### src/logic/pdio_pkg.sv
// Purpose: shared constants and types of the discrete i/o control block
// Assumes: apb with 32-bit data, 25 MHz core clock
// Notes: relay level 1 means contact closed
`default_nettype none
package pdio_pkg;
  // register byte offsets
  localparam logic [7:0] CTRL_OFS     = 8'h00;
  localparam logic [7:0] INSEL_OFS    = 8'h04;
  localparam logic [7:0] OUTSEL_OFS   = 8'h08;
  localparam logic [7:0] STAT_OFS     = 8'h0c;
  // control register fields
  localparam int CTRL_LOC_LSB  = 0;   // control location, 3 bits
  localparam int CTRL_PER_LSB  = 8;   // sample period in ms, 7 bits
  localparam int CTRL_VENT_LSB = 16;  // stop hold ticks before vent, 8 bits
  // reset values
  localparam logic [2:0] LOC_RST    = 3'h0;  // local only
  localparam logic [6:0] PER_RST    = 7'h0a;
  localparam logic [7:0] VENT_RST   = 8'h32;
  localparam logic [11:0] INSEL_RST = 12'h000;
  localparam logic [15:0] OUTSEL_RST = 16'h0000;
  // timing
  localparam int CLK_HZ     = 25000000;
  localparam int MS_UNIT    = 1;        // one millisecond base step
  localparam int MS_CYCLES  = CLK_HZ / 1000 * MS_UNIT;
  localparam logic [6:0] PER_MIN_MS = 7'h0a;  // 10 ms
  localparam logic [6:0] PER_MAX_MS = 7'h64;  // 100 ms
  // counts of pins
  localparam int N_IN  = 3;
  localparam int N_OUT = 4;
  // control location settings
  typedef enum logic [2:0] {
    LOC_LOCAL, LOC_PLC, LOC_SERIAL, LOC_ALL, LOC_LOCAL_PLC, LOC_LOCAL_SERIAL
  } pdio_loc_t;
  // input function codes
  localparam logic [3:0] IF_NONE = 4'h0, IF_ZERO = 4'h1, IF_START = 4'h2, IF_STOP = 4'h3;
  localparam logic [3:0] IF_PURGE = 4'h4, IF_CLEAR = 4'h5, IF_CAL = 4'h6;
  localparam logic [3:0] IF_CALINT = 4'h7, IF_CALEXT = 4'h8;
  // output function codes
  localparam logic [3:0] OF_OPEN = 4'h0, OF_CLOSE = 4'h1, OF_TRIG1 = 4'h2, OF_ZERO = 4'h3;
  localparam logic [3:0] OF_READY = 4'h4, OF_CALACT = 4'h5, OF_CALREQ = 4'h6;
  localparam logic [3:0] OF_FAIL = 4'h7, OF_WARN = 4'h8, OF_GASB = 4'h9, OF_RECSTB = 4'ha;
  localparam logic [3:0] OF_PUMP = 4'hb, OF_STBY = 4'hc, OF_VENTED = 4'hd, OF_EMIS = 4'he;
  // instrument condition from the core
  typedef struct packed {
    logic thr1_exceeded;
    logic zero_running;
    logic emission_on;
    logic error_shown;
    logic warning_shown;
    logic cal_running;
    logic cal_request;
    logic ext_cal_running;
    logic gas_ballast;
    logic rec_invalid;
    logic rec_leak_rate;
    logic pumping_down;
    logic standby;
    logic vented;
  } pdio_cond_t;
  // command pulses to the core
  typedef struct packed {
    logic zero_on;
    logic zero_off;
    logic start;
    logic stop;
    logic vent;
    logic purge_on;
    logic purge_off;
    logic clear_err;
    logic cal_int;
    logic cal_ext;
    logic cal_confirm;
  } pdio_cmd_t;
endpackage : pdio_pkg
`default_nettype wire

### src/logic/pdio_top.sv
// Purpose: controller input edge commands and relay status outputs
// Assumes: inputs synchronous to CORE_CLK, apb slave with zero wait states
// Notes: relay bit 1 = contact closed, 0 = open
`timescale 1ns/10ps
`default_nettype none

// Contract
// - trigger one open on threshold or not measuring
// - zero relay closed while nulling runs
// - ready closed when emission on, no error
// - cal active closed while calibration runs
// - cal request opens on calibration request
// - fail and warning open when shown
// - gas ballast relay closed while active
// - fixed open and fixed closed selections
// - recorder strobe closed when value invalid and leak rate shown
// - pump down relay open while evacuating
// - standby open in standby/vent; vented in vent
// - emission relay open while emission on
// - inputs ignored unless location admits controller
// - zero input edges switch nulling on/off
// - start input rising edge starts
// - stop rising stops; long high also vents
// - purge input edges switch purge on/off
// - clear rising edge acknowledges error
// - cal rising: internal standby, external measuring
// - cal falling in external cal confirms
// - internal cal input rising always starts
// - external cal input rising starts, falling confirms
// - sample period programmable 10 to 100 ms
module pdio_top #(
  parameter int MS_CNT = pdio_pkg::MS_CYCLES  // cycles per millisecond
) (
  // clock and reset
  input  wire  logic                 CORE_CLK,
  input  wire  logic                 RST_N,
  // apb slave
  input  wire  logic                 PSEL,
  input  wire  logic                 PENABLE,
  input  wire  logic                 PWRITE,
  input  wire  logic [7:0]           PADDR,
  input  wire  logic [31:0]          PWDATA,
  output logic [31:0]                PRDATA,
  output logic                       PREADY,
  output logic                       PSLVERR,
  // controller inputs and instrument condition
  input  wire  logic [2:0]           PLC_IN,
  input  wire  pdio_pkg::pdio_cond_t COND,
  // command pulses and relay contacts
  output pdio_pkg::pdio_cmd_t        CMD,
  output logic [3:0]                 RELAY_CLOSED
);
  import pdio_pkg::*;

  // configuration registers
  logic [2:0]  loc_ff;        // control location
  logic [6:0]  per_ff;        // sample period, ms
  logic [7:0]  vent_ff;       // stop hold before vent, ticks
  logic [11:0] insel_ff;      // 4 bits per input
  logic [15:0] outsel_ff;     // 4 bits per relay
  logic [31:0] prdata_ff;     // read data
  logic        slverr_ff;     // unmapped flag
  // sampling state
  logic [14:0] ms_cnt_ff;     // cycles inside one ms
  logic [6:0]  per_cnt_ff;    // ms inside one period
  logic        tick_ff;       // sample taken this cycle
  logic [2:0]  samp_ff;       // current sample
  logic [2:0]  prev_ff;       // previous sample
  logic [7:0]  stop_cnt_ff;   // ticks stop held high
  logic        vent_done_ff;  // vent already issued this hold
  pdio_cmd_t   cmd_ff;        // command pulses
  logic [3:0]  relay_ff;      // contact states

  // clamp of the programmed period into the legal range
  function automatic logic [6:0] clamp_per(input logic [6:0] p);
    if (p < PER_MIN_MS) begin
      return PER_MIN_MS;
    end
    if (p > PER_MAX_MS) begin
      return PER_MAX_MS;
    end
    return p;
  endfunction : clamp_per

  // contact state for one output function code
  function automatic logic relay_level(input logic [3:0] f, input pdio_cond_t c);
    logic ready;
    ready = c.emission_on & ~c.error_shown;
    unique case (f)
      OF_OPEN:   return 1'b0;
      OF_CLOSE:  return 1'b1;
      OF_TRIG1:  return ~(c.thr1_exceeded | ~ready);
      OF_ZERO:   return c.zero_running;
      OF_READY:  return ready;
      OF_CALACT: return c.cal_running;
      OF_CALREQ: return ~c.cal_request;
      OF_FAIL:   return ~c.error_shown;
      OF_WARN:   return ~c.warning_shown;
      OF_GASB:   return c.gas_ballast;
      OF_RECSTB: return c.rec_invalid & c.rec_leak_rate;
      OF_PUMP:   return ~c.pumping_down;
      OF_STBY:   return ~(c.standby | c.vented);
      OF_VENTED: return ~c.vented;
      OF_EMIS:   return ~c.emission_on;
      default:   return 1'b0;                                 // unused code: open
    endcase
  endfunction : relay_level

  // apb decode
  wire        apb_setup = PSEL & ~PENABLE;
  wire        apb_wr    = PSEL & PENABLE & PWRITE;
  wire        hit_ctrl  = (PADDR == CTRL_OFS);
  wire        hit_insel = (PADDR == INSEL_OFS);
  wire        hit_outs  = (PADDR == OUTSEL_OFS);
  wire        hit_stat  = (PADDR == STAT_OFS);
  wire        hit_any   = hit_ctrl | hit_insel | hit_outs | hit_stat;
  wire [31:0] rd_mux    = hit_ctrl  ? {8'h00, vent_ff, 1'b0, per_ff, 5'h00, loc_ff} :
                          hit_insel ? {20'h00000, insel_ff} :
                          hit_outs  ? {16'h0000, outsel_ff} :
                          hit_stat  ? {21'h000000, relay_ff, 1'b0, prev_ff, samp_ff} :
                          32'h00000000;
  assign PREADY  = 1'b1;
  assign PRDATA  = prdata_ff;
  assign PSLVERR = PSEL & PENABLE & slverr_ff;

  // sample timing
  wire [6:0] per_eff  = clamp_per(per_ff);
  wire       ms_end   = (ms_cnt_ff == 15'(MS_CNT - 1));
  wire       per_end  = ms_end & (per_cnt_ff == per_eff - 7'h01);
  // location gate
  wire       loc_ok   = (loc_ff == LOC_PLC) | (loc_ff == LOC_ALL) |
                        (loc_ff == LOC_LOCAL_PLC);
  wire [2:0] rise     = samp_ff & ~prev_ff;
  wire [2:0] fall     = ~samp_ff & prev_ff;
  wire       ready_c  = COND.emission_on & ~COND.error_shown;

  // function code of each input
  wire [3:0] fsel [N_IN];
  genvar gi;
  for (gi = 0; gi < N_IN; gi++) begin : g_sel
    assign fsel[gi] = insel_ff[gi*4 +: 4];
  end

  // stop input held high from the last sample
  logic stop_hi;
  always_comb begin
    stop_hi = 1'b0;
    for (int i = 0; i < N_IN; i++) begin
      if (fsel[i] == IF_STOP && samp_ff[i]) begin
        stop_hi = 1'b1;
      end
    end
  end
  wire vent_due = tick_ff & stop_hi & ~vent_done_ff & (stop_cnt_ff >= vent_ff);

  // next command pulses, only in the cycle after a sample
  pdio_cmd_t nxt_cmd;
  always_comb begin
    nxt_cmd = '0;
    if (tick_ff && loc_ok) begin
      for (int i = 0; i < N_IN; i++) begin
        unique case (fsel[i])
          IF_ZERO: begin
            nxt_cmd.zero_on   |= rise[i];
            nxt_cmd.zero_off  |= fall[i];
          end
          IF_START: begin
            nxt_cmd.start     |= rise[i];
          end
          IF_STOP: begin
            nxt_cmd.stop      |= rise[i];
          end
          IF_PURGE: begin
            nxt_cmd.purge_on  |= rise[i];
            nxt_cmd.purge_off |= fall[i];
          end
          IF_CLEAR: begin
            nxt_cmd.clear_err |= rise[i];
          end
          IF_CAL: begin
            nxt_cmd.cal_int   |= rise[i] & COND.standby;
            nxt_cmd.cal_ext   |= rise[i] & ready_c;
            nxt_cmd.cal_confirm |= fall[i] & COND.ext_cal_running;
          end
          IF_CALINT: begin
            nxt_cmd.cal_int   |= rise[i];
          end
          IF_CALEXT: begin
            nxt_cmd.cal_ext   |= rise[i];
            nxt_cmd.cal_confirm |= fall[i];
          end
          default: begin
          end
        endcase
      end
      nxt_cmd.vent = vent_due;
    end
  end

  // next relay states
  logic [3:0] nxt_relay;
  always_comb begin
    for (int j = 0; j < N_OUT; j++) begin
      nxt_relay[j] = relay_level(outsel_ff[j*4 +: 4], COND);
    end
  end

  // register writes
  always_ff @(posedge CORE_CLK or negedge RST_N) begin
    if (!RST_N) begin
      loc_ff    <= LOC_RST;
      per_ff    <= PER_RST;
      vent_ff   <= VENT_RST;
      insel_ff  <= INSEL_RST;
      outsel_ff <= OUTSEL_RST;
    end else if (apb_wr) begin
      if (hit_ctrl) begin
        loc_ff  <= PWDATA[CTRL_LOC_LSB +: 3];
        per_ff  <= PWDATA[CTRL_PER_LSB +: 7];
        vent_ff <= PWDATA[CTRL_VENT_LSB +: 8];
      end
      if (hit_insel) begin
        insel_ff <= PWDATA[11:0];
      end
      if (hit_outs) begin
        outsel_ff <= PWDATA[15:0];
      end
    end
  end

  // read data captured in the setup cycle
  always_ff @(posedge CORE_CLK or negedge RST_N) begin
    if (!RST_N) begin
      prdata_ff <= 32'h00000000;
      slverr_ff <= 1'b0;
    end else if (apb_setup) begin
      prdata_ff <= rd_mux;
      slverr_ff <= ~hit_any;
    end
  end

  // millisecond and period counters
  always_ff @(posedge CORE_CLK or negedge RST_N) begin
    if (!RST_N) begin
      ms_cnt_ff  <= 15'h0000;
      per_cnt_ff <= 7'h00;
    end else begin
      ms_cnt_ff  <= ms_end ? 15'h0000 : ms_cnt_ff + 15'h0001;
      if (per_end) begin
        per_cnt_ff <= 7'h00;
      end else if (ms_end) begin
        per_cnt_ff <= (per_cnt_ff >= per_eff) ? 7'h00 : per_cnt_ff + 7'h01;
      end
    end
  end

  // input sampling at the period
  always_ff @(posedge CORE_CLK or negedge RST_N) begin
    if (!RST_N) begin
      tick_ff <= 1'b0;
      samp_ff <= 3'h0;
      prev_ff <= 3'h0;
    end else begin
      tick_ff <= per_end;
      if (per_end) begin
        samp_ff <= PLC_IN;
        prev_ff <= samp_ff;
      end
    end
  end

  // stop hold timer, one vent per hold
  always_ff @(posedge CORE_CLK or negedge RST_N) begin
    if (!RST_N) begin
      stop_cnt_ff  <= 8'h00;
      vent_done_ff <= 1'b0;
    end else if (tick_ff) begin
      if (!stop_hi) begin
        stop_cnt_ff  <= 8'h00;
        vent_done_ff <= 1'b0;
      end else begin
        if (stop_cnt_ff != 8'hff) begin
          stop_cnt_ff <= stop_cnt_ff + 8'h01;
        end
        if (vent_due && loc_ok) begin
          vent_done_ff <= 1'b1;
        end
      end
    end
  end

  // output flops
  always_ff @(posedge CORE_CLK or negedge RST_N) begin
    if (!RST_N) begin
      cmd_ff   <= '0;
      relay_ff <= 4'h0;
    end else begin
      cmd_ff   <= nxt_cmd;
      relay_ff <= nxt_relay;
    end
  end
  assign CMD          = cmd_ff;
  assign RELAY_CLOSED = relay_ff;

  // checks
  a_relay_fixed: assert property (@(posedge CORE_CLK) disable iff (!RST_N)
    (outsel_ff[3:0] == OF_CLOSE) [*2] |-> RELAY_CLOSED[0])
    else $error("fixed closed relay not closed");
  a_relay_open: assert property (@(posedge CORE_CLK) disable iff (!RST_N)
    (outsel_ff[3:0] == OF_OPEN) [*2] |-> !RELAY_CLOSED[0])
    else $error("fixed open relay not open");
  a_trig_open: assert property (@(posedge CORE_CLK) disable iff (!RST_N)
    (outsel_ff[7:4] == OF_TRIG1 && COND.thr1_exceeded) |=> !RELAY_CLOSED[1])
    else $error("trigger relay closed above threshold");
  a_ready_follow: assert property (@(posedge CORE_CLK) disable iff (!RST_N)
    (outsel_ff[7:4] == OF_READY) |=> RELAY_CLOSED[1] == $past(ready_c))
    else $error("ready relay wrong");
  a_stby_open: assert property (@(posedge CORE_CLK) disable iff (!RST_N)
    (outsel_ff[11:8] == OF_STBY && COND.vented) |=> !RELAY_CLOSED[2])
    else $error("standby relay closed in vent");
  a_emis_open: assert property (@(posedge CORE_CLK) disable iff (!RST_N)
    (outsel_ff[15:12] == OF_EMIS && COND.emission_on) |=> !RELAY_CLOSED[3])
    else $error("emission relay closed while emission on");
  a_loc_gate: assert property (@(posedge CORE_CLK) disable iff (!RST_N)
    !loc_ok |=> CMD == '0)
    else $error("command issued with controller locked out");
  a_cmd_tick: assert property (@(posedge CORE_CLK) disable iff (!RST_N)
    CMD != '0 |-> $past(tick_ff))
    else $error("command outside sample tick");
  a_start_rise: assert property (@(posedge CORE_CLK) disable iff (!RST_N)
    (tick_ff && loc_ok && fsel[1] == IF_START && rise[1]) |=> CMD.start)
    else $error("start edge lost");
  a_per_range: assert property (@(posedge CORE_CLK) disable iff (!RST_N)
    per_eff >= PER_MIN_MS && per_eff <= PER_MAX_MS)
    else $error("sample period out of range");
endmodule : pdio_top
`default_nettype wire

### config.mk
export PLATFORM = sky130hd
export DESIGN_NAME = pdio_top
export DESIGN_NICKNAME = d
export VERILOG_FILES = /design/src/logic/pdio_pkg.sv /design/src/logic/pdio_top.sv
export SDC_FILE = /design/constraint.sdc
export NUM_CORES = 1
export LEC_CHECK = 0
export ABC_AREA = 1
export BUFFER_PORTS_ARGS = -buffer_cell sky130_fd_sc_hd__buf_4
export CORE_MARGIN = 3
export CORE_UTILIZATION = 51
export DETAILED_ROUTE_END_ITERATION = 10
export PLACE_DENSITY = 0.77
export SLEW_MARGIN = 5
export SYNTH_ARGS = -nofsm -noshare
export SYNTH_HDL_FRONTEND = slang
export SYNTH_SLANG_ARGS = --single-unit
### constraint.sdc
create_clock -name CORE_CLK -period 3.5 [get_ports CORE_CLK]
set_clock_uncertainty 0.05 [all_clocks]
set_input_delay 0.35 -clock CORE_CLK [delete_from_list [all_inputs] [get_ports CORE_CLK]]
set_output_delay 0.35 -clock CORE_CLK [all_outputs]
set_load 0.005 [all_outputs]
==> impl_metrics.ini, run 1 <==
[clock_network]
numCtsBuffers = 17
cts_repair_resize_count = 0
cts_htree_levels = 4
clk-insertion-delay-late_ps = 420
post-cts-setup-buffer-count = 0
cts.root.buffer_cell = clkbuf_16
cts_sinks = 124
tritoncts = built
cts-root-to-sink-buffers = 2
path_clk_slew_ps = 50
cts-hold-fix-buffers = 0

[route]
vias_post_dr = 6676
average_wire_length_per_cell_after_detail_routing_um = 15.30
route.detailed.vias_per_inst = 5.463
drtIter0Drc = 725
postRouteWirelength_um = 18690
drc = 0
ant_nets = 0
drt_pass1_iterations = 5

[layout]
filler_cell_count = 1216
post_route_cells_drive_above_1_share_pct = 16.16
final_cell_count_without_fillers = 1222
insertedDiodeCount = 0
area_growth_from_synthesis_to_final_layout_pct = 20.85
num-nets-final = 1114

[placed_design]
port_buffers = 93
place_worst_setup_slack_ps = 962.1
detailed_place_hpwl_um = 14020
gp_routability_congestion = 0.9630
place.detailed.instances = 1190

[critical_path]
critPathLaunchType = flip-flop
cp_data_required_time_ps = 3750
crit_arrival_ps = 2800
crit-reg2reg-launch = per_ff[4]$_DFFE_PN0P_
worstReg2RegEnd = per_cnt_ff[6]$_DFFE_PN0P_
cp_max_fo = 14
worstRegToRegCells = 13
setup.worst_path.class = flip-flop to flip-flop
timing.reg2reg.setup_slack_ps = 960
kind_of_capture_point_of_the_worst_setup_path = flip-flop

[power_and_ir_drop]
total_leakage_power_nw = 4.304
vdd_ir_drop_max_uv = 351.0
cellPowerDensity_nw_per_um2 = 405.2

[die]
die-area_sq_um = 15330
design.core.area_sq_um = 13400
die_y_um = 123.8
floorplan.rows = 42
floorplan.die.width_um = 123.8
ios = 111
initial_utilization_pct = 52.81

[outcome]
status = finished, violations left
violations = negative hold slack

[timing]
finalHoldViolCount = 10
hold-worst-slack_ps = -19.23
max_frequency_mhz = 393.2
slew_viol_final = 0
setup_total_negative_slack_ps = 0
rsz0062_at_grt = false
slew_headroom_pct = 44.04
finalCriticalPeriod_ps = 2544
timing.final.ws_setup_ps = 956.5
transition_at_the_pin_with_the_smallest_max_transition_slack_ps = 839.4
final_min_period_over_clock_period_pct = 72.67
finalSetupViolations = 0

[yosys]
synthDistinctLibCells = 44
syn_area_sq_um = 7077
proportion_of_synthesized_flip_flops_having_asynchronous_set_or_reset_pct = 100.0
avgSynthCellArea_sq_um = 7.569
syn_inst = 935
synth_flop_cell = dfrtp_1
yosysWarnings = 0
seq_area_frac_synth_pct = 43.94
number_of_enable_type_register_cells_in_the_synthesized_netlist = 0
synth_seq_cells = 124

[hold_path]
min_path_type = input port to async pin

[global_routing]
largest_net_degree_at_the_start_of_global_routing = 67
grt.overflow.total = 0
wire_length_of_the_first_global_routing_pass_um = 30530
gr-usage-all-layers_pct = 25.63
initial_antenna_violation_count = 0
first_global_vias = 6206

[run]
cap_violations = 0
[cells by family after synthesis]
family	count (synthesis)	synth area share, %
flops	124	43.94
xor+xnor	13	1.821
mux	1	0.1591
other cells	2	0.1061
simple gates	412	25.19
fa+ha+maj	19	3.359
buf+inv	176	9.918
compound gates	188	15.51
[registers in the layout, indices dropped and copies added, names as in the netlist, 3 cells and up]
register and cells:
outsel_ff 16, CMD 11, RELAY_CLOSED 4, loc_ff 3
prev_ff 3, vent_ff 8, insel_ff 12, ms_cnt_ff 15
PRDATA 24, per_ff 7, per_cnt_ff 7, samp_ff 3
stop_cnt_ff 8
[area by class of cell]
class	instances	area, sq um	share of cell area, %
Multi-Input combinational cell	642	3298	38.57
Clock inverter	7	113.9	1.331
Clock buffer	25	485.5	5.677
Inverter	143	536.8	6.277
Tap cell	176	220.2	2.575
Timing Repair Buffer	105	788.3	9.217
Sequential cell	124	3109	36.36
[how the worst max path moves through the flow]
| stage | startpoint | cells after the start | end |
|---|---|---|---|
| 6_report | per_ff[4]$_DFFE_PN0P_ | 13 | per_cnt_ff[6]$_DFFE_PN0P_ |
| 5_1_grt | per_ff[4]$_DFFE_PN0P_ | 23 | per_cnt_ff[4]$_DFFE_PN0P_ |
| 4_1_cts | per_ff[4]$_DFFE_PN0P_ | 13 | per_cnt_ff[6]$_DFFE_PN0P_ |
| 3_5_place_dp | per_ff[4]$_DFFE_PN0P_ | 13 | per_cnt_ff[6]$_DFFE_PN0P_ |
| 3_3_place_gp | per_ff[4]$_DFFE_PN0P_ | 13 | per_cnt_ff[6]$_DFFE_PN0P_ |
| 2_1_floorplan | per_ff[4]$_DFFE_PN0P_ | 16 | per_cnt_ff[3]$_DFFE_PN0P_ |
[Yosys cell counts (2+ instances only)]
cell type,n,area share [%]
a22o_1,2,0.25
clkinv_1,2,0.11
buf_4,9,0.95
inv_1,137,7.3
o22ai_1,4,0.35
or2_2,2,0.18
o21a_1,2,0.21
o221ai_1,3,0.37
conb_1,2,0.11
o211ai_1,9,0.95
nand2_1,192,10
clkbuf_1,23,1.2
nand3_1,49,3.5
nor2_2,4,0.35
dfrtp_1,119,42
xnor2_1,3,0.37
nand2_2,12,1.1
o21ai_0,102,7.2
o21ai_2,2,0.25
nor4_1,5,0.44
a31oi_1,2,0.18
o2111a_1,4,0.64
dfstp_2,5,1.9
a21oi_1,36,2.5
a221oi_1,13,1.6
nand4_1,15,1.3
ha_1,19,3.4
nor2_1,101,5.4
inv_2,4,0.21
nor2_4,2,0.32
o31ai_1,4,0.42
nor3_1,27,1.9
xor2_1,9,1.1
[layer usage]
layer	track usage [%]	wire, um
met1	35.10	8162
met2	40.89	8736
met3	5.631	1475
met4	7.820	318
met5	0	0
[layout by cell type, fill, tap and decap left out, types with 5 or more instances in the layout]
cell type / synthesis / layout
buf_4: 9 / 105
a21oi_1: 36 / 36
nand2_2: 12 / 12
ha_1: 19 / 19
inv_1: 137 / 137
a221oi_1: 13 / 13
o21ai_0: 102 / 102
xor2_1: 9 / 9
nand2_1: 192 / 192
nand3_1: 49 / 49
nor3_1: 27 / 27
o211ai_1: 9 / 9
conb_1: 2 / 9
nor2_1: 101 / 101
nand4_1: 15 / 15
dfstp_2: 5 / 5
clkbuf_1: 23 / 5
dfrtp_1: 119 / 119
clkbuf_16: 0 / 17
[worst max-delay path, cell delays in order (launching register included)]
cell and delay (ps):
dfrtp_1 440, nor2_2 250, nand3_1 110, nand2_1 120, nand3_1 120, ha_1 320, or2_2 100, nand3_1 70
nor3_1 170, o21ai_1 100, nor2_2 130, nand4_4 230, nand2_1 150, nand2_1 60
[report_power, final]
part	switching (mW)	total, mW	internal (mW)	leakage (nW)
Clock	0.619	1.79	1.17	0.295
Combinational	0.121	0.204	0.0828	2.36
Sequential	0.0164	1.47	1.45	1.65
[through the flow]
| step | cell area (sq um) | utilization, % | power [mW] |
|---|---|---|---|
| 3_3_place_gp | 7953 | 59.35 | 1.693 |
| 6_report | 8552 | 63.82 | 3.465 |
| 2_1_floorplan | 7103 | - | 1.577 |
| 4_1_cts | 8552 | 63.82 | 3.483 |
| 5_1_grt | 8552 | 63.82 | 3.578 |
| 3_5_place_dp | 7953 | 59.35 | 1.696 |
Power figures use the tool's default switching activity.
==> inputs of run 2 (changes only) <==
==> constraint.sdc (replaced) <==
create_clock -name CORE_CLK -period 2.4 [get_ports CORE_CLK]
set_clock_uncertainty 0.05 [all_clocks]
set_input_delay 0.24 -clock CORE_CLK [delete_from_list [all_inputs] [get_ports CORE_CLK]]
set_output_delay 0.24 -clock CORE_CLK [all_outputs]
set_load 0.005 [all_outputs]
==> run 2 against run 1 <==
The run ends with negative setup slack left. Critical path type unchanged. Count of clock-buffer cells in the layout grew 2. Critical endpoint is now samp_ff[1]$_DFFE_PN0P_. Utilization rose by 2.8 points. Combinational power is 57% higher. First-iteration DRC count is 7.7% lower.
==> impl_metrics.ini, run 2 (synthesis results as in run 1) <==
[critical_path]
setup.worst_path.class = flip-flop to flip-flop
crit_arrival_ps = 2770
cp_data_required_time_ps = 2660
kind_of_capture_point_of_the_worst_setup_path = flip-flop
timing.reg2reg.setup_slack_ps = -110
cp_max_fo = 7
critPathLaunchType = flip-flop

[layout]
insertedDiodeCount = 0
filler_cell_count = 1167
area_growth_from_synthesis_to_final_layout_pct = 26.20
largest_register_ff_count = 24
post_route_cells_drive_above_1_share_pct = 21.14
mostFrequentLayoutCells = 178 x nand2_1, 132 x inv_1, 125 x buf_4, 117 x dfrtp_1, 102 x o21ai_0
num-nets-final = 1142
final_common_cell = nand2_1
design_area_sq_um = 8931

[timing]
timing.final.ws_setup_ps = -106.0
final_min_period_over_clock_period_pct = 104.4
finalSetupViolations = 14
slew_viol_final = 0
rsz0062_at_grt = true
finalHoldViolCount = 0
max_frequency_mhz = 399.1
transition_at_the_pin_with_the_smallest_max_transition_slack_ps = 707.2
slew_headroom_pct = 52.74
finalCriticalPeriod_ps = 2506

[global_routing]
wire_length_of_the_first_global_routing_pass_um = 31060
grt.overflow.total = 0
gr-usage-all-layers_pct = 26.26
initial_antenna_violation_count = 0
first_global_vias = 6312
largest_net_degree_at_the_start_of_global_routing = 77

[route]
route.detailed.vias_per_inst = 5.479
vias_post_dr = 6849
drt_pass1_iterations = 6
postRouteWirelength_um = 19460
drc = 0
ant_nets = 0
drtIter0Drc = 669
average_wire_length_per_cell_after_detail_routing_um = 15.57

[die]
initial_utilization_pct = 52.81
die-area_sq_um = 15330
ios = 111
floorplan.die.width_um = 123.8
die_y_um = 123.8
floorplan.rows = 42
design.core.area_sq_um = 13400

[clock_network]
clk-insertion-delay-late_ps = 420
numCtsBuffers = 17
tritoncts = built
path_clk_slew_ps = 50
cts.root.buffer_cell = clkbuf_16
cts_sinks = 124
cts_htree_levels = 4
cts-root-to-sink-buffers = 2

[power_and_ir_drop]
vdd_ir_drop_max_uv = 526.1
p_total_mw = 5.049
total_leakage_power_nw = 4.431
cellPowerDensity_nw_per_um2 = 565.4

[hold_path]
min_path_type = input port to flip-flop

[placed_design]
dpl_cell_area_sq_um = 8093
detailed_place_hpwl_um = 14040
port_buffers = 93
gp_routability_congestion = 1.018

[outcome]
violations = negative setup slack
status = finished, violations left

[run]
cap_violations = 0
[run 2: layout make-up]
class / instances / area [sq um] / area share [%]
multi-input cells: 643 / 3446 / 38.58
clock buffers: 27 / 513.0 / 5.744
flip-flops and latches: 124 / 3112 / 34.84
clock inverters: 5 / 80.08 / 0.8966
inverters: 143 / 539.3 / 6.038
repair buffers: 132 / 1021 / 11.43
well taps: 176 / 220.2 / 2.466
[run 2: worst paths after layout]
kind / from / to / depth (start not counted)
max reg2reg: per_ff[4]$_DFFE_PN0P_ / samp_ff[1]$_DFFE_PN0P_ / 16
max in group asynchronous: RST_N / per_ff[5]$_DFFE_PN0P_ / 3
max: per_ff[4]$_DFFE_PN0P_ / samp_ff[1]$_DFFE_PN0P_ / 16
min in group asynchronous: RST_N / ms_cnt_ff[8]$_DFF_PN0_ / 2
min: PWDATA[15] / outsel_ff[15]$_DFFE_PN0P_ / 3
min reg2reg: ms_cnt_ff[0]$_DFF_PN0_ / ms_cnt_ff[0]$_DFF_PN0_ / 1
[run 2: report_power, final]
group          total [mW]  internal, mW  switching (mW)
clock                2.59          1.67           0.924
combinational       0.321         0.134           0.187
sequential           2.14          2.12          0.0222
[run 2: stage by stage]
stage	TNS [ps]	util, %	std cells	hold WS (ps)	setup WS [ps]
floorplan	0	-	942	-105.6	161.0
global placement	-108.2	60.39	1207	40.17	-17.11
detailed placement	-715.9	60.39	1207	41.11	-73.81
CTS	-0.2744	65.50	1247	3.413	-0.2744
global route	-2984	66.65	1250	14.24	-235.8
finish	-1013	66.65	1250	13.38	-106.0
[run 2: what timing repair did]
action,4_1_cts,5_1_grt
pin swaps,3,23
setup endpoints to repair,14,14
hold buffers,4,0
hold endpoints to repair,85,0
gates resized for setup,3,40
gates cloned,1,0
setup buffers,3,3
[run 2: worst max-delay path: stages, from the launching register on]
cell and delay (ps):
dfrtp_2 450, nor2_4 220, nand2_2 90, nand2_2 80
nand2_2 60, nand2_2 80, inv_2 50, ha_4 260
or2_4 100, nand3_2 70, nor3_2 190, o21ai_1 100
nor2_2 130, buf_4 130, nand4_4 150, nand2_2 120
nand2_1 60
[run 2: per-layer routing]
metal	share of wire [%]	GRT usage, %
met1	43	35.60
met2	47	41.91
met3	7.6	5.904
met4	2.4	8.581
met5	0	0
==> inputs of run 3 (changes only) <==
--- a/config.mk
+++ b/config.mk
@@ -7,10 +7,12 @@
 export LEC_CHECK = 0
 export ABC_AREA = 1
 export BUFFER_PORTS_ARGS = -buffer_cell sky130_fd_sc_hd__buf_4
+export CORE_ASPECT_RATIO = 0.75
 export CORE_MARGIN = 3
 export CORE_UTILIZATION = 51
 export DETAILED_ROUTE_END_ITERATION = 10
 export PLACE_DENSITY = 0.77
+export REMOVE_ABC_BUFFERS = 1
 export SLEW_MARGIN = 5
 export SYNTH_ARGS = -nofsm -noshare
 export SYNTH_HDL_FRONTEND = slang
==> run 3 against run 2 <==
The flow still finishes with violations (negative setup slack). Count of clock-buffer cells in the layout is 4 lower. Maximum frequency is 2.1% higher. Clock power is 8.9% lower. Utilization is 0.56 points higher. Sequential power hardly changed. Highest routed layer unchanged. Cell area hardly changed. Cell count hardly changed. Sequential share of layout area hardly changed. Wire length is 7.3% higher. Die area hardly changed. Register-to-register slack better by 50 ps.
==> impl_metrics.ini, run 3 (synthesis results as in run 1) <==
[timing]
final_min_period_over_clock_period_pct = 102.2
timing.final.ws_setup_ps = -53.83
setup_total_negative_slack_ps = -243.1
finalCriticalPeriod_ps = 2454
finalHoldViolCount = 0
finalSetupViolations = 10
max_frequency_mhz = 407.5
slew_viol_final = 0
slew_headroom_pct = 50.50
transition_at_the_pin_with_the_smallest_max_transition_slack_ps = 741.7
rsz0062_at_grt = true

[power_and_ir_drop]
cellPowerDensity_nw_per_um2 = 540.1
total_leakage_power_nw = 4.459
vdd_ir_drop_max_uv = 488.0

[critical_path]
kind_of_capture_point_of_the_worst_setup_path = flip-flop
slowest_stage = dfstp_2
worstRegToRegCells = 23
worstReg2RegEnd = per_cnt_ff[0]$_DFFE_PN0P_
critical_path.cell_chain = nor2_4, a21oi_2, nand2_1, nand3_2, inv_2, ha_4, inv_4, nand2_2, nand2_1, nand2_1, nand2_1, nand2_1, nand2_1, nand2_1, nand2_1, nand2_1, nand2_1, nand2_1, nand2_2, nand2_4, nor2_1, nand2_1, nand2_1
crit_top_cell = nand2_1
timing.reg2reg.setup_slack_ps = -50
cpPeakStageDelay_ps = 580
setup.worst_path.class = flip-flop to flip-flop
cp_max_fo = 7
crit_arrival_ps = 2700
crit-reg2reg-launch = per_ff[3]$_DFFE_PN1P_
cp_data_required_time_ps = 2650
critPathLaunchType = flip-flop

[clock_network]
path_clk_slew_ps = 50
clk-insertion-delay-late_ps = 420
numCtsBuffers = 17
cts.root.buffer_cell = clkbuf_16
cts_htree_levels = 4
cts-root-to-sink-buffers = 2
tritoncts = built
cts_sinks = 124

[route]
route.detailed.vias_per_inst = 5.586
vias_post_dr = 6988
drt_pass1_iterations = 6
average_wire_length_per_cell_after_detail_routing_um = 16.69
drtIter0Drc = 689
ant_nets = 0
postRouteWirelength_um = 20880
drc = 0

[global_routing]
grt.overflow.total = 0
first_global_vias = 6566
initial_antenna_violation_count = 0
wire_length_of_the_first_global_routing_pass_um = 33230
largest_net_degree_at_the_start_of_global_routing = 47
gr-usage-all-layers_pct = 27.61

[layout]
mostFrequentLayoutCells = 177 x nand2_1, 135 x buf_4, 134 x inv_1, 117 x dfrtp_1, 101 x o21ai_0
post_route_cells_drive_above_1_share_pct = 21.76
largest_register_ff_count = 24
area_growth_from_synthesis_to_final_layout_pct = 26.18
final_common_cell = nand2_1
num-nets-final = 1148
insertedDiodeCount = 0
design_area_sq_um = 8930

[die]
initial_utilization_pct = 53.26
ios = 111
floorplan.die.width_um = 142.0
die-area_sq_um = 15340
die_y_um = 108.0
floorplan.rows = 36
design.core.area_sq_um = 13290

[hold_path]
whs_endpoint = samp_ff[0]$_DFFE_PN0P_
holdCritStartpoint = PLC_IN[0]
min_delay_path_depth = 3
min_path_type = input port to flip-flop

[placed_design]
place_worst_setup_slack_ps = -153.2
port_buffers = 93
detailed_place_hpwl_um = 14990
dpl_cell_area_sq_um = 8144
gp_routability_congestion = 0.9509

[run]
cap_violations = 0

[outcome]
status = finished, violations left
violations = negative setup slack
-- run 3: cell count changes in the layout (fill, tap and decap cells not counted), sizes merged --
cell and change:
clkinv +5, bufinv -1, buf +9, dlygate4sd3 -3, clkbuf -4
-- run 3: stage by stage --
step | instances | utilization [%] | hold WS [ps] | power, mW
after floorplan | 909 | - | -105.6 | 2.287
after global placement | 1208 | 61.29 | 239.7 | 2.478
after detailed placement | 1208 | 61.29 | 238.6 | 2.484
after CTS | 1251 | 66.39 | 11.57 | 4.835
after global routing | 1251 | 67.20 | 15.67 | 4.971
final | 1251 | 67.20 | 19.78 | 4.823
-- run 3: how the worst max path moves through the flow --
stage,startpoint,end,cells after the start
2_1_floorplan,per_ff[4]$_DFFE_PN0P_,per_cnt_ff[0]$_DFFE_PN0P_,15
3_3_place_gp,per_ff[4]$_DFFE_PN0P_,per_cnt_ff[2]$_DFFE_PN0P_,15
3_5_place_dp,per_ff[4]$_DFFE_PN0P_,per_cnt_ff[0]$_DFFE_PN0P_,15
4_1_cts,per_ff[4]$_DFFE_PN0P_,prev_ff[1]$_DFFE_PN0P_,15
5_1_grt,per_ff[3]$_DFFE_PN1P_,per_cnt_ff[1]$_DFFE_PN0P_,23
6_report,per_ff[3]$_DFFE_PN1P_,per_cnt_ff[0]$_DFFE_PN0P_,23
-- run 3: layout make-up --
cell class / instances / area (sq um)
Fill cell: 1090 / 4358
Multi-Input combinational cell: 643 / 3468
Sequential cell: 124 / 3112
Timing Repair Buffer: 138 / 1064
Inverter: 143 / 539.3
Clock buffer: 23 / 457.9
Tap cell: 171 / 214.0
Clock inverter: 9 / 75.07
-- run 3: critical path, delay by kind of cell (launching register included) --
| kind | cells | cell delay (ps) |
|---|---|---|
| flip-flops | 1 | 580 |
| AO/OA/AOI/OAI | 1 | 120 |
| AND/OR/NAND/NOR | 19 | 1250 |
| adder cells (fa/ha/maj) | 1 | 260 |
| buffers and inverters | 2 | 100 |
-- run 3: routing by layer --
metal	part of all wire, %	GRT usage [%]
met5	0	0
met4	1.5	7.945
met3	8.3	6.012
met2	45	42.29
met1	45	39.73
-- run 3: timing repair --
action | in CTS | in global routing
buffers inserted | 9 | 0
hold buffers | 1 | 0
resized for setup | 14 | 31
hold endpoints to repair | 40 | 0
pin swaps | 20 | 24
endpoints found under the setup margin | 14 | 14
gates cloned | 1 | 0
-- run 3: power breakdown --
part | total [mW] | leakage, nW | internal (mW) | switching (mW)
sequential | 2.14 | 1.64 | 2.12 | 0.0236
combinational | 0.326 | 2.56 | 0.134 | 0.192
clock | 2.36 | 0.260 | 1.44 | 0.920
total | 4.82 | 4.46 | 3.69 | 1.14
